`src/rtl/icmap_pkg.sv`:
```
/*
 * Shared constants of the interrupt channel map: register offsets, field
 * positions, reset values and the fixed channel layout.
 * Assumes a 32-bit AHB-Lite register bus decoded on the low address byte.
 */
package icmap_pkg;

    // Channel count and fixed channel positions.
    localparam int unsigned CH_COUNT = 28;
    localparam int unsigned CH_WDOG  = 9;
    localparam int unsigned CH_EXT0  = 20;
    localparam int unsigned EXT_COUNT = 8;
    localparam int unsigned EVT_COUNT = 2;

    // Channel class masks, one bit per channel.
    localparam logic [27:0] LEVEL_MASK    = 28'h005_00FF;
    localparam logic [27:0] EDGE_FIXED    = 28'h000_FF00;
    localparam logic [27:0] RESERVED_MASK = 28'h00A_0000;
    localparam logic [27:0] VALID_MASK    = 28'hFF5_FFFF;
    localparam logic [27:0] WDOG_MASK     = 28'h000_0200;

    // Register offsets on the low address byte.
    localparam logic [7:0] OFF_NSTAT  = 8'h00;
    localparam logic [7:0] OFF_FSTAT  = 8'h04;
    localparam logic [7:0] OFF_RAW    = 8'h08;
    localparam logic [7:0] OFF_ENABLE = 8'h0C;
    localparam logic [7:0] OFF_ROUTE  = 8'h10;
    localparam logic [7:0] OFF_EXTCFG = 8'h14;
    localparam logic [7:0] OFF_CLEAR  = 8'h18;
    localparam logic [7:0] OFF_EVT    = 8'h1C;
    localparam logic [7:0] OFF_EVMASK = 8'h20;

    // Field positions inside the external line configuration register.
    localparam int unsigned EXTCFG_EDGE_LSB = 0;
    localparam int unsigned EXTCFG_POL_LSB  = 8;

    // Event status bit positions.
    localparam int unsigned EVT_NORMAL = 0;
    localparam int unsigned EVT_FAST   = 1;

    // Reset values.
    localparam logic [27:0] RST_ENABLE = 28'h000_0000;
    localparam logic [27:0] RST_ROUTE  = 28'h000_0000;
    localparam logic [7:0]  RST_EDGE   = 8'h00;
    localparam logic [7:0]  RST_POL    = 8'hFF;
    localparam logic [1:0]  RST_EVMASK = 2'h0;

endpackage : icmap_pkg

```
`src/rtl/icmap_chan.sv`:
```
/*
 * One interrupt channel: edge capture with a pending latch, or a plain
 * level pass-through, chosen by is_edge.
 * Assumes src is already in the system clock domain with polarity applied.
 */
`timescale 1ns/1ps
`default_nettype none

module icmap_chan (
    // Clock and reset.
    input  wire logic clock,
    input  wire logic srst,
    // Source and configuration.
    input  wire logic src,
    input  wire logic is_edge,
    input  wire logic clear,
    // Request seen by the router.
    output logic      active
);

    logic src_prev;
    logic pending;

    // Rising edges latch until software clears; a new edge beats the clear.
    always_ff @(posedge clock)
    begin
        if (srst)
        begin
            src_prev <= 1'b0;
            pending  <= 1'b0;
        end
        else
        begin
            src_prev <= src;
            pending  <= (src & ~src_prev) | (pending & ~clear);
        end
    end

    // Level channels follow the source without latching.
    assign active = is_edge ? pending : src;

endmodule // icmap_chan

`default_nettype wire

```
`src/rtl/icmap_sync.sv`:
```
/*
 * Three-stage synchroniser for pin inputs, one chain per bit.
 * Assumes asynchronous inputs; the output changes only once stages two and
 * three agree, so a single-cycle glitch past stage one is not passed on.
 */
`timescale 1ns/1ps
`default_nettype none

module icmap_sync #(
    parameter int unsigned WIDTH = 8
) (
    // Clock and reset.
    input  wire logic             clock,
    input  wire logic             srst,
    // Raw pins and settled levels.
    input  wire logic [WIDTH-1:0] pin_in,
    output var  logic [WIDTH-1:0] level_out
);

    genvar b;

    // One chain per bit; stage one feeds stage two only.
    generate
        for (b = 0; b < WIDTH; b++)
        begin : g_bit
            logic st1;
            logic st2;
            logic st3;

            always_ff @(posedge clock)
            begin
                if (srst)
                begin
                    st1          <= 1'b0;
                    st2          <= 1'b0;
                    st3          <= 1'b0;
                    level_out[b] <= 1'b0;
                end
                else
                begin
                    st1 <= pin_in[b];
                    st2 <= st1;
                    st3 <= st2;
                    if (st2 == st3)
                    begin
                        level_out[b] <= st3;
                    end
                end
            end
        end
    endgenerate

endmodule // icmap_sync

`default_nettype wire

```
`src/rtl/icmap_top.sv`:
```
/*
 * Interrupt channel map: gathers 28 channels, applies trigger type and
 * polarity, masks them and routes them to the normal and fast request
 * outputs of the processor core. Registers sit on an AHB-Lite slave.
 * Assumes peripheral sources are on the system clock and external lines
 * come from pins. Only whole-word single transfers are expected.
 */
// Design decisions made here: the AHB-Lite register port and the register offsets.
// Summary of operation
// - Watchdog channel 9: edge, fast output only.
// - Watchdog unmaskable here; disable at source.
// - Channels 0-3 timers: high level, routable.
// - Channels 4-5 serial ports: high level, routable.
// - Channels 6-7 DMA: high level, routable.
// - Channel 8 lock lost: rising edge, routable.
// - Channels 10-11 clock alarm/periodic: rising edge.
// - Channels 12-15 modulators: rising edge, routable.
// - Channel 16 serial peripheral: high level, routable.
// - Channel 18 display controller: high level, routable.
// - Channels 20-27 external: routing, sense, polarity programmable.
// - Two active-low outputs: normal and fast request.
// - Per-source enable; masked sources assert nothing.
`timescale 1ns/1ps
`default_nettype none

module icmap_top
    import icmap_pkg::*;
(
    // Clock and reset.
    input  wire logic        clock,
    input  wire logic        srst,
    // AHB-Lite slave.
    input  wire logic        hsel,
    input  wire logic [31:0] haddr,
    input  wire logic [1:0]  htrans,
    input  wire logic        hwrite,
    input  wire logic [2:0]  hsize,
    input  wire logic [31:0] hwdata,
    input  wire logic        hready,
    output logic             hreadyout,
    output logic             hresp,
    output logic [31:0]      hrdata,
    // On-chip peripheral sources.
    input  wire logic [3:0]  timer_source,
    input  wire logic [1:0]  serial_source,
    input  wire logic [1:0]  dma_source,
    input  wire logic        lock_lost_source,
    input  wire logic        watchdog_source,
    input  wire logic        clock_alarm_source,
    input  wire logic        clock_periodic_source,
    input  wire logic [3:0]  pwm_source,
    input  wire logic        spi_source,
    input  wire logic        display_ctrl_source,
    // External interrupt pins.
    input  wire logic        ext_line_0,
    input  wire logic        ext_line_1,
    input  wire logic        ext_line_2,
    input  wire logic        ext_line_3,
    input  wire logic        ext_line_4,
    input  wire logic        ext_line_5,
    input  wire logic        ext_line_6,
    input  wire logic        ext_line_7,
    // Requests to the core and the summary interrupt.
    output logic             normal_request_out_n,
    output logic             fast_request_out_n,
    output logic             irq_out
);

    logic                 accept;
    logic                 wr_pend;
    logic                 rd_pend;
    logic [7:0]           addr_q;
    logic [7:0]           ext_level;
    logic [27:0]          src_raw;
    logic [27:0]          src_eff;
    logic [27:0]          edge_sel;
    logic [27:0]          clear_req;
    logic [27:0]          active;
    logic [27:0]          enable;
    logic [27:0]          route;
    logic [27:0]          en_eff;
    logic [27:0]          route_eff;
    logic [27:0]          norm_hit;
    logic [27:0]          fast_hit;
    logic [7:0]           ext_edge;
    logic [7:0]           ext_pol;
    logic [EVT_COUNT-1:0] evt_status;
    logic [EVT_COUNT-1:0] evt_mask;
    logic [EVT_COUNT-1:0] evt_set;
    logic [EVT_COUNT-1:0] evt_clr;
    logic [31:0]          rd_mux;
    logic                 wr_enable;
    logic                 wr_route;
    logic                 wr_extcfg;
    logic                 wr_clear;
    logic                 wr_evmask;

    // External pins pass the three-stage synchroniser.
    icmap_sync #(
        .WIDTH     (EXT_COUNT)
    ) u_sync (
        .clock     (clock),
        .srst      (srst),
        .pin_in    ({ext_line_7, ext_line_6, ext_line_5, ext_line_4,
                     ext_line_3, ext_line_2, ext_line_1, ext_line_0}),
        .level_out (ext_level)
    );

    // Channel layout; reserved slots are tied low.
    assign src_raw = {ext_level,
                      1'b0, display_ctrl_source,
                      1'b0, spi_source,
                      pwm_source,
                      clock_periodic_source, clock_alarm_source,
                      watchdog_source,
                      lock_lost_source,
                      dma_source,
                      serial_source,
                      timer_source};

    // External polarity: a clear bit means active low, so invert.
    assign src_eff = src_raw ^ {~ext_pol, 20'h0_0000};

    // Fixed edge channels, plus the external lines that select edge sense.
    assign edge_sel = (EDGE_FIXED | {ext_edge, 20'h0_0000}) & ~LEVEL_MASK;

    // Write-one-to-clear of latched edges.
    assign clear_req = (wr_clear ? hwdata[27:0] : 28'h000_0000);

    // One channel per slot; reserved slots never go active.
    genvar c;
    generate
        for (c = 0; c < CH_COUNT; c++)
        begin : g_ch
            if (RESERVED_MASK[c])
            begin : g_rsv
                assign active[c] = 1'b0;
            end
            else
            begin : g_used
                icmap_chan u_chan (
                    .clock   (clock),
                    .srst    (srst),
                    .src     (src_eff[c]),
                    .is_edge (edge_sel[c]),
                    .clear   (clear_req[c]),
                    .active  (active[c])
                );
            end
        end
    endgenerate

    // Watchdog is always enabled and always routed fast.
    assign en_eff    = (enable | WDOG_MASK) & VALID_MASK;
    assign route_eff = (route | WDOG_MASK) & VALID_MASK;
    assign norm_hit  = active & en_eff & ~route_eff;
    assign fast_hit  = active & en_eff & route_eff;

    // Address phase is taken when selected, non-idle and the bus is ready.
    assign accept    = hsel & htrans[1] & hready;
    assign wr_enable = wr_pend && (addr_q == OFF_ENABLE);
    assign wr_route  = wr_pend && (addr_q == OFF_ROUTE);
    assign wr_extcfg = wr_pend && (addr_q == OFF_EXTCFG);
    assign wr_clear  = wr_pend && (addr_q == OFF_CLEAR);
    assign wr_evmask = wr_pend && (addr_q == OFF_EVMASK);

    // Bus phase tracking; every read inserts one wait state.
    always_ff @(posedge clock)
    begin
        if (srst)
        begin
            wr_pend   <= 1'b0;
            rd_pend   <= 1'b0;
            addr_q    <= 8'h00;
            hreadyout <= 1'b1;
            hresp     <= 1'b0;
        end
        else
        begin
            wr_pend   <= accept & hwrite;
            rd_pend   <= accept & ~hwrite;
            hreadyout <= ~(accept & ~hwrite);
            hresp     <= 1'b0;
            if (accept)
            begin
                addr_q <= haddr[7:0];
            end
        end
    end

    // Read data multiplexer; unmapped offsets read as zero.
    always_comb
    begin
        case (addr_q)
            OFF_NSTAT:  rd_mux = {4'h0, norm_hit};
            OFF_FSTAT:  rd_mux = {4'h0, fast_hit};
            OFF_RAW:    rd_mux = {4'h0, active};
            OFF_ENABLE: rd_mux = {4'h0, en_eff};
            OFF_ROUTE:  rd_mux = {4'h0, route_eff};
            OFF_EXTCFG: rd_mux = {16'h0000, ext_pol, ext_edge};
            OFF_EVT:    rd_mux = {30'h0000_0000, evt_status};
            OFF_EVMASK: rd_mux = {30'h0000_0000, evt_mask};
            default:    rd_mux = 32'h0000_0000;
        endcase
    end

    // Read data is loaded at the end of the wait state.
    always_ff @(posedge clock)
    begin
        if (srst)
        begin
            hrdata <= 32'h0000_0000;
        end
        else if (rd_pend)
        begin
            hrdata <= rd_mux;
        end
    end

    // Per-channel enable and routing; the watchdog bit is not stored.
    always_ff @(posedge clock)
    begin
        if (srst)
        begin
            enable <= RST_ENABLE;
            route  <= RST_ROUTE;
        end
        else
        begin
            if (wr_enable)
            begin
                enable <= hwdata[27:0] & VALID_MASK & ~WDOG_MASK;
            end
            if (wr_route)
            begin
                route <= hwdata[27:0] & VALID_MASK & ~WDOG_MASK;
            end
        end
    end

    // External line sense and polarity.
    always_ff @(posedge clock)
    begin
        if (srst)
        begin
            ext_edge <= RST_EDGE;
            ext_pol  <= RST_POL;
        end
        else if (wr_extcfg)
        begin
            ext_edge <= hwdata[EXTCFG_EDGE_LSB +: EXT_COUNT];
            ext_pol  <= hwdata[EXTCFG_POL_LSB +: EXT_COUNT];
        end
    end

    // Request outputs, active low, straight from flops.
    always_ff @(posedge clock)
    begin
        if (srst)
        begin
            normal_request_out_n <= 1'b1;
            fast_request_out_n   <= 1'b1;
        end
        else
        begin
            normal_request_out_n <= ~(|norm_hit);
            fast_request_out_n   <= ~(|fast_hit);
        end
    end

    // Events: each request output going active; a read clears them.
    assign evt_set[EVT_NORMAL] = (|norm_hit) & normal_request_out_n;
    assign evt_set[EVT_FAST]   = (|fast_hit) & fast_request_out_n;
    assign evt_clr = (rd_pend && (addr_q == OFF_EVT)) ? {EVT_COUNT{1'b1}} : {EVT_COUNT{1'b0}};

    // Sticky event status; a new event wins over the read clear.
    always_ff @(posedge clock)
    begin
        if (srst)
        begin
            evt_status <= {EVT_COUNT{1'b0}};
            evt_mask   <= RST_EVMASK;
            irq_out    <= 1'b0;
        end
        else
        begin
            evt_status <= (evt_status & ~evt_clr) | evt_set;
            if (wr_evmask)
            begin
                evt_mask <= hwdata[EVT_COUNT-1:0];
            end
            irq_out <= |(evt_status & evt_mask);
        end
    end

endmodule // icmap_top

`default_nettype wire
```
`config.mk`:
```
export PLATFORM = sky130hd
export DESIGN_NAME = icmap_top
export DESIGN_NICKNAME = d
export VERILOG_FILES = /design/src/rtl/icmap_pkg.sv /design/src/rtl/icmap_chan.sv /design/src/rtl/icmap_sync.sv /design/src/rtl/icmap_top.sv
export SDC_FILE = /design/constraint.sdc
export NUM_CORES = 1
export LEC_CHECK = 0
export BUFFER_PORTS_ARGS = -buffer_cell sky130_fd_sc_hd__buf_2
export CAP_MARGIN = 20
export CORE_MARGIN = 4
export CORE_UTILIZATION = 35
export DETAILED_ROUTE_END_ITERATION = 7
export PLACE_DENSITY = 0.56
export SKIP_CTS_REPAIR_TIMING = 1
export SLEW_MARGIN = 0
export SYNTH_ARGS = -nofsm -noshare
export SYNTH_HDL_FRONTEND = slang
export SYNTH_SLANG_ARGS = --single-unit
```
`constraint.sdc`:
```
create_clock -name clock -period 2.8 [get_ports clock]
set_input_delay 0.28 -clock clock [delete_from_list [all_inputs] [get_ports clock]]
set_output_delay 0.28 -clock clock [all_outputs]
set_load 0.01 [all_outputs]
```
* After elaboration in Yosys (flattened, before gate mapping) *
Index checks and enable logic that the tools add are counted.

cells by class
  equal/unequal tests = 16
  mux-type cells = 11
  bitwise operators = 100
  reductions and logical operators = 10

operators with widths
  kind                number
  $pmux 28 s8         1
  $and 28x28->28      3
  $reduce_or 28->1    2
  $and 1x1->1         38
  $not 1->1           36
  $eq 8x5->1 const B  4
  $mux 28             1
  $not 28->28         1
  $xor 28x28->28      1
  $eq 8x4->1 const B  2
  $or 1x1->1          16
  $eq 1x1->1          8
  $eq 8x3->1 const B  1
  $eq 8x6->1 const B  1
  $logic_not 8->1     1
  $mux 1              8
  $not 8->8           1
  $logic_and 1x1->1   6
  $and 2x2->2         2
  $mux 2              1
  $not 2->2           1
  $or 2x2->2          1
  $reduce_or 2->1     1

word-level totals
  flip-flop bits (word level) = 180
  word-level logic and storage cells = 215

* Depth between registers and ports, before layout *
  depth in word-level cells = 8
  mapped depth = 8
  gate-level depth less buffers = 5

* Hierarchy *
A second synthesis with hierarchy kept.

second synthesis, totals
  cell total of the unflattened synthesis = 1004
  area total of the unflattened synthesis = 8755.9 sq um

by module, submodules not included
  module      times used  cells each  area each (sq um)  seq. area each (sq um)
  icmap_top   1           739         5783.0             2202.1
  icmap_chan  26          7           78.8               40.0
  icmap_sync  1           83          923.4              640.6

* Worst setup path before layout *
Ideal clock, no wire load.

  path type = register to register
  start point = reg addr_q[5]
  end point = reg ext_pol[0]
  data arrival time = 1837 ps
  slack = 844 ps
  stages on the path, launching flop included = 7
  path buffers = 2
  path through = dfxtp_1 -> buf_2 -> or4b_4 -> nor3_4 -> nand2_4 -> buf_6 -> a211o_1

on the way
  cells in the longest elaborated chain, start to end = 2

ends and longest elaborated chain
  element                 line              text
  from (decl)             icmap_top.sv:72   logic [7:0] addr_q;
  from (signal assigned)  icmap_top.sv:186  addr_q <= haddr[7:0];
  $eq 8x5->1              icmap_top.sv:163  assign wr_extcfg = wr_pend && (addr_q == OFF_EXTCFG);
  $logic_and 1x1->1       icmap_top.sv:163
  to (signal assigned)    icmap_top.sv:252  ext_pol <= hwdata[EXTCFG_POL_LSB +: EXT_COUNT];
  to (decl)               icmap_top.sv:86   logic [7:0] ext_pol;

No other way between the ends.
A chain may end at the register's enable or synchronous reset.

* Final worst setup path *
  start point = reg addr_q[2]
  end point = reg hrdata[22]

on the way
  cells in the longest elaborated chain, start to end = 2
  elaborated cells between the ends (all ways) = 9
  those cells by class = 7 x eq/ne; 1 x mux; 1 x reduce/logical

ends and longest elaborated chain
  element                                   line              text
  $eq 8x6->1, or another cell as far along  icmap_top.sv:194  case (addr_q)
  $pmux 28 s8 *                             icmap_top.sv:194
  to (signal assigned)                      icmap_top.sv:216  hrdata <= rd_mux;
  to (decl)                                 icmap_top.sv:42   output logic [31:0] hrdata,

Mark *: on every way between the ends. The rest lies on a longest branch, timed or not.

==> impl_results.md <==
- Simple-Gate Fraction of Synth Area: 27.28%
- Seq/Total Area, Yosys: 44.05%
- Element type at the critical path end: flop
- Ys async rst share: 0%
- CP required: 3.17 ns
- Cell taking the most area after synthesis: dfxtp_1
- Tcrit/Tclk final: 89.94%
- # rows: 54
- Die height: 158.3 um
- Clk sinks: 174
- Post-synth cell types: 66
- Area after DPL: 8680 um^2
- Number of buffers created by CTS: 17
- Lkg Pwr: 3.303 nW
- Post-Syn Area per Cell: 8.177 um^2
- DP Wirelength: 17630 um
- Peak VDD IR: 0.0003861 V
- Reg-to-Reg Start: addr_q[2]
- CTS tree: done
- Largest family of logic cells by synthesized area: simple AND/OR/NAND/NOR gates
- # DRC: 0
- Initial core utilization: 35.90%
- Post-DRT Antenna Nets: 0
- CORE AREA: 22030 um^2
- Clk_skew: 0.009753 ns
- Syn-to-layout area delta: 17.06%
- I/O pin count: 137
- Vias in the first global route: 6644
- Worst Setup SP: addr_q[2]
- Netlist Area Pre-Place: 7908 um^2
- Most area-consuming cells after synthesis: dfxtp_1 44%, nand2_1 8.6%, a21oi_1 5.7%, o21ai_0 4.2%, nor2b_1 2.8%
- Via/cell ratio: 5.432
- Die Wd: 158.3 um
- Slew headroom: 46.78%
- CP max FO: 10
- Initial drt markers: 746
- First-pass GRT wire length: 38300 um
- DIE AREA: 25060 um^2
- Layout Nets: 1149
- Slew Viols, Final: 0
- Endpoints failing hold: 0
- Root buffer cell: clkbuf_16
- CTS Buffer Depth: 2
- RSZ-0062 raised after global routing: no
- CP Class: flop to flop
- H-tree Lvls: 4
- Hold slack: 0.04263 ns
- Synth Area in Adders: 0%
- # fillers: 2232
- Main synth FF type: dfxtp_1
- Initial antenna violation count: 0
- Pwr dens: 556.5 nW/um^2
- XOR/XNOR Fraction of Synth Area: 0.8861%
- Hold Path Class: input pin to flop
- DP Worst Slack: 0.4483 ns
- FMAX: 0.3971 GHz
- Fraction of layout cells with a size suffix above 1: 20.81%
- Clk_lat worst skew: 0.44 ns
- Count leader, synth: nand2_1
- Drt wl/cell: 18.70 um
- Slew @ Worst Pin: 0.7966 ns
- Top post-synthesis cells by count: 181 x nand2_1, 174 x dfxtp_1, 90 x a21oi_1, 67 x o21ai_0, 43 x clkbuf_1
- Number of enable flip-flop cells after synthesis: 0
- Pre-antenna DRT Iters: 6
- Min Tclk post-route: 2.518 ns
- Startpoint types: flop
- Max cap viols: 0
- Compound-Gate Fraction of Synth Area: 21.77%
- Run status: completed
- Critical path arrival: 2.89 ns
- GR Util All Layers: 19.99%
- Port buffer count: 95
- Final setup viols: 0
- Routability congestion estimate: 0.9168
- Routed WL: 25100 um
- Largest net degree at the start of global routing: 131
- Final WS setup: 0.2817 ns
- Final Cell Area: 9256 um^2
- Synth top area share: 44.05%
- Synthesized instance count: 967
- Worst-path clk slew: 0.07 ns
- Synth Register Bits: 174
- Grt ovf: 0
- N_diodes: 0
- Setup TNS: 0 ns
- Synth Warn #: 0
- Via count: 7290
- Multiplexer share of the synthesized area: 0.2532%
- Hold path startpoint: hwrite
## flip-flops by register name (all words and copies together) (netlist names), 2 cells and up
signal and flops:
u_sync.g_bit.st3 8, g_ch.g_used.u_chan.pending 16, route 25, hrdata 26, enable 25, u_sync.level_out 8, ext_pol 8, u_sync.g_bit.st2 8
g_ch.g_used.u_chan.src_prev 16, addr_q 8, ext_edge 8, u_sync.g_bit.st1 8, evt_status 2, evt_mask 2
## power by group
group          switching [mW]  internal [mW]
registers              0.0323           2.51
logic                   0.199          0.105
clock network            1.12           1.18
## routing by layer
| metal | vias to the layer above | global-route usage [%] | share of wire, % |
|---|---|---|---|
| met1 | 3410 | 27.31 | 44 |
| met5 | - | 0 | 0 |
| met2 | 272 | 31.48 | 46 |
| li1 | 3566 | - | - |
| met4 | 0 | 7.433 | 2.8 |
| met3 | 42 | 3.833 | 7.4 |
## cell families after synthesis
family	Yosys count
and+or+nand+nor	417
AOI/OAI and AO/OA	272
DFF	174
buffers and inverters	93
xor gates and xnor gates	8
muxes	2
other	1
## final timing paths
| kind | slack, ns | endpoint | cells after the start |
|---|---|---|---|
| worst min register to register | 0.44 | u_sync.g_bit[3].st2 | 1 |
| worst max register to register | 0.28 | hrdata[22] | 5 |
| worst max-delay path | 0.28 | hrdata[22] | 5 |
| worst min-delay path | 0.04 | rd_pend | 2 |
## final cells by class
type | count | area (um^2) | share of cell area [%]
Timing Repair Buffer | 127 | 755.7 | 8.164
Clock buffer | 17 | 425.4 | 4.596
Inverter | 23 | 86.33 | 0.9327
Clock inverter | 15 | 151.4 | 1.636
Tap cell | 280 | 350.3 | 3.785
Sequential cell | 174 | 3483 | 37.63
Multi-Input combinational cell | 706 | 4004 | 43.25
## per-stage QoR
step           cells  power, mW  utilization, %
2_1_floorplan    973      2.757               -
3_5_place_dp    1310      2.901           39.41
3_3_place_gp    1310      2.898           39.41
5_1_grt         1342      5.345           42.02
4_1_cts         1342      5.210           42.02
6_report        1342      5.152           42.02
## layout by cell type (no fill, tap or decap), drive strengths merged, types with 4 or more instances in the layout
cell type,instances
nor3b,4
a21o,11
a221oi,15
clkinv,6
buf,127
a222oi,4
o2111ai,5
o21ai,78
nand4b,5
nand3b,14
nor2b,35
a22oi,4
a22o,4
dfxtp,174
nand2b,23
a21oi,110
nor4,9
xor2,8
inv,29
nor4b,7
and3,6
a32o,6
nor3,19
conb,7
nand4,13
a211o,8
o211ai,4
nand2,202
or4,6
nor2,26
nand3,31
clkbuf,17
or2,10
## critical path, stage by stage, from the launching register on
cell	delay (ns)
dfxtp_1	0.54
nor3b_1	0.71
nand2_1	0.37
o41ai_1	0.48
a221oi_1	0.20
o21ai_0	0.16
No activity file was read; power rests on OpenSTA's default activity.
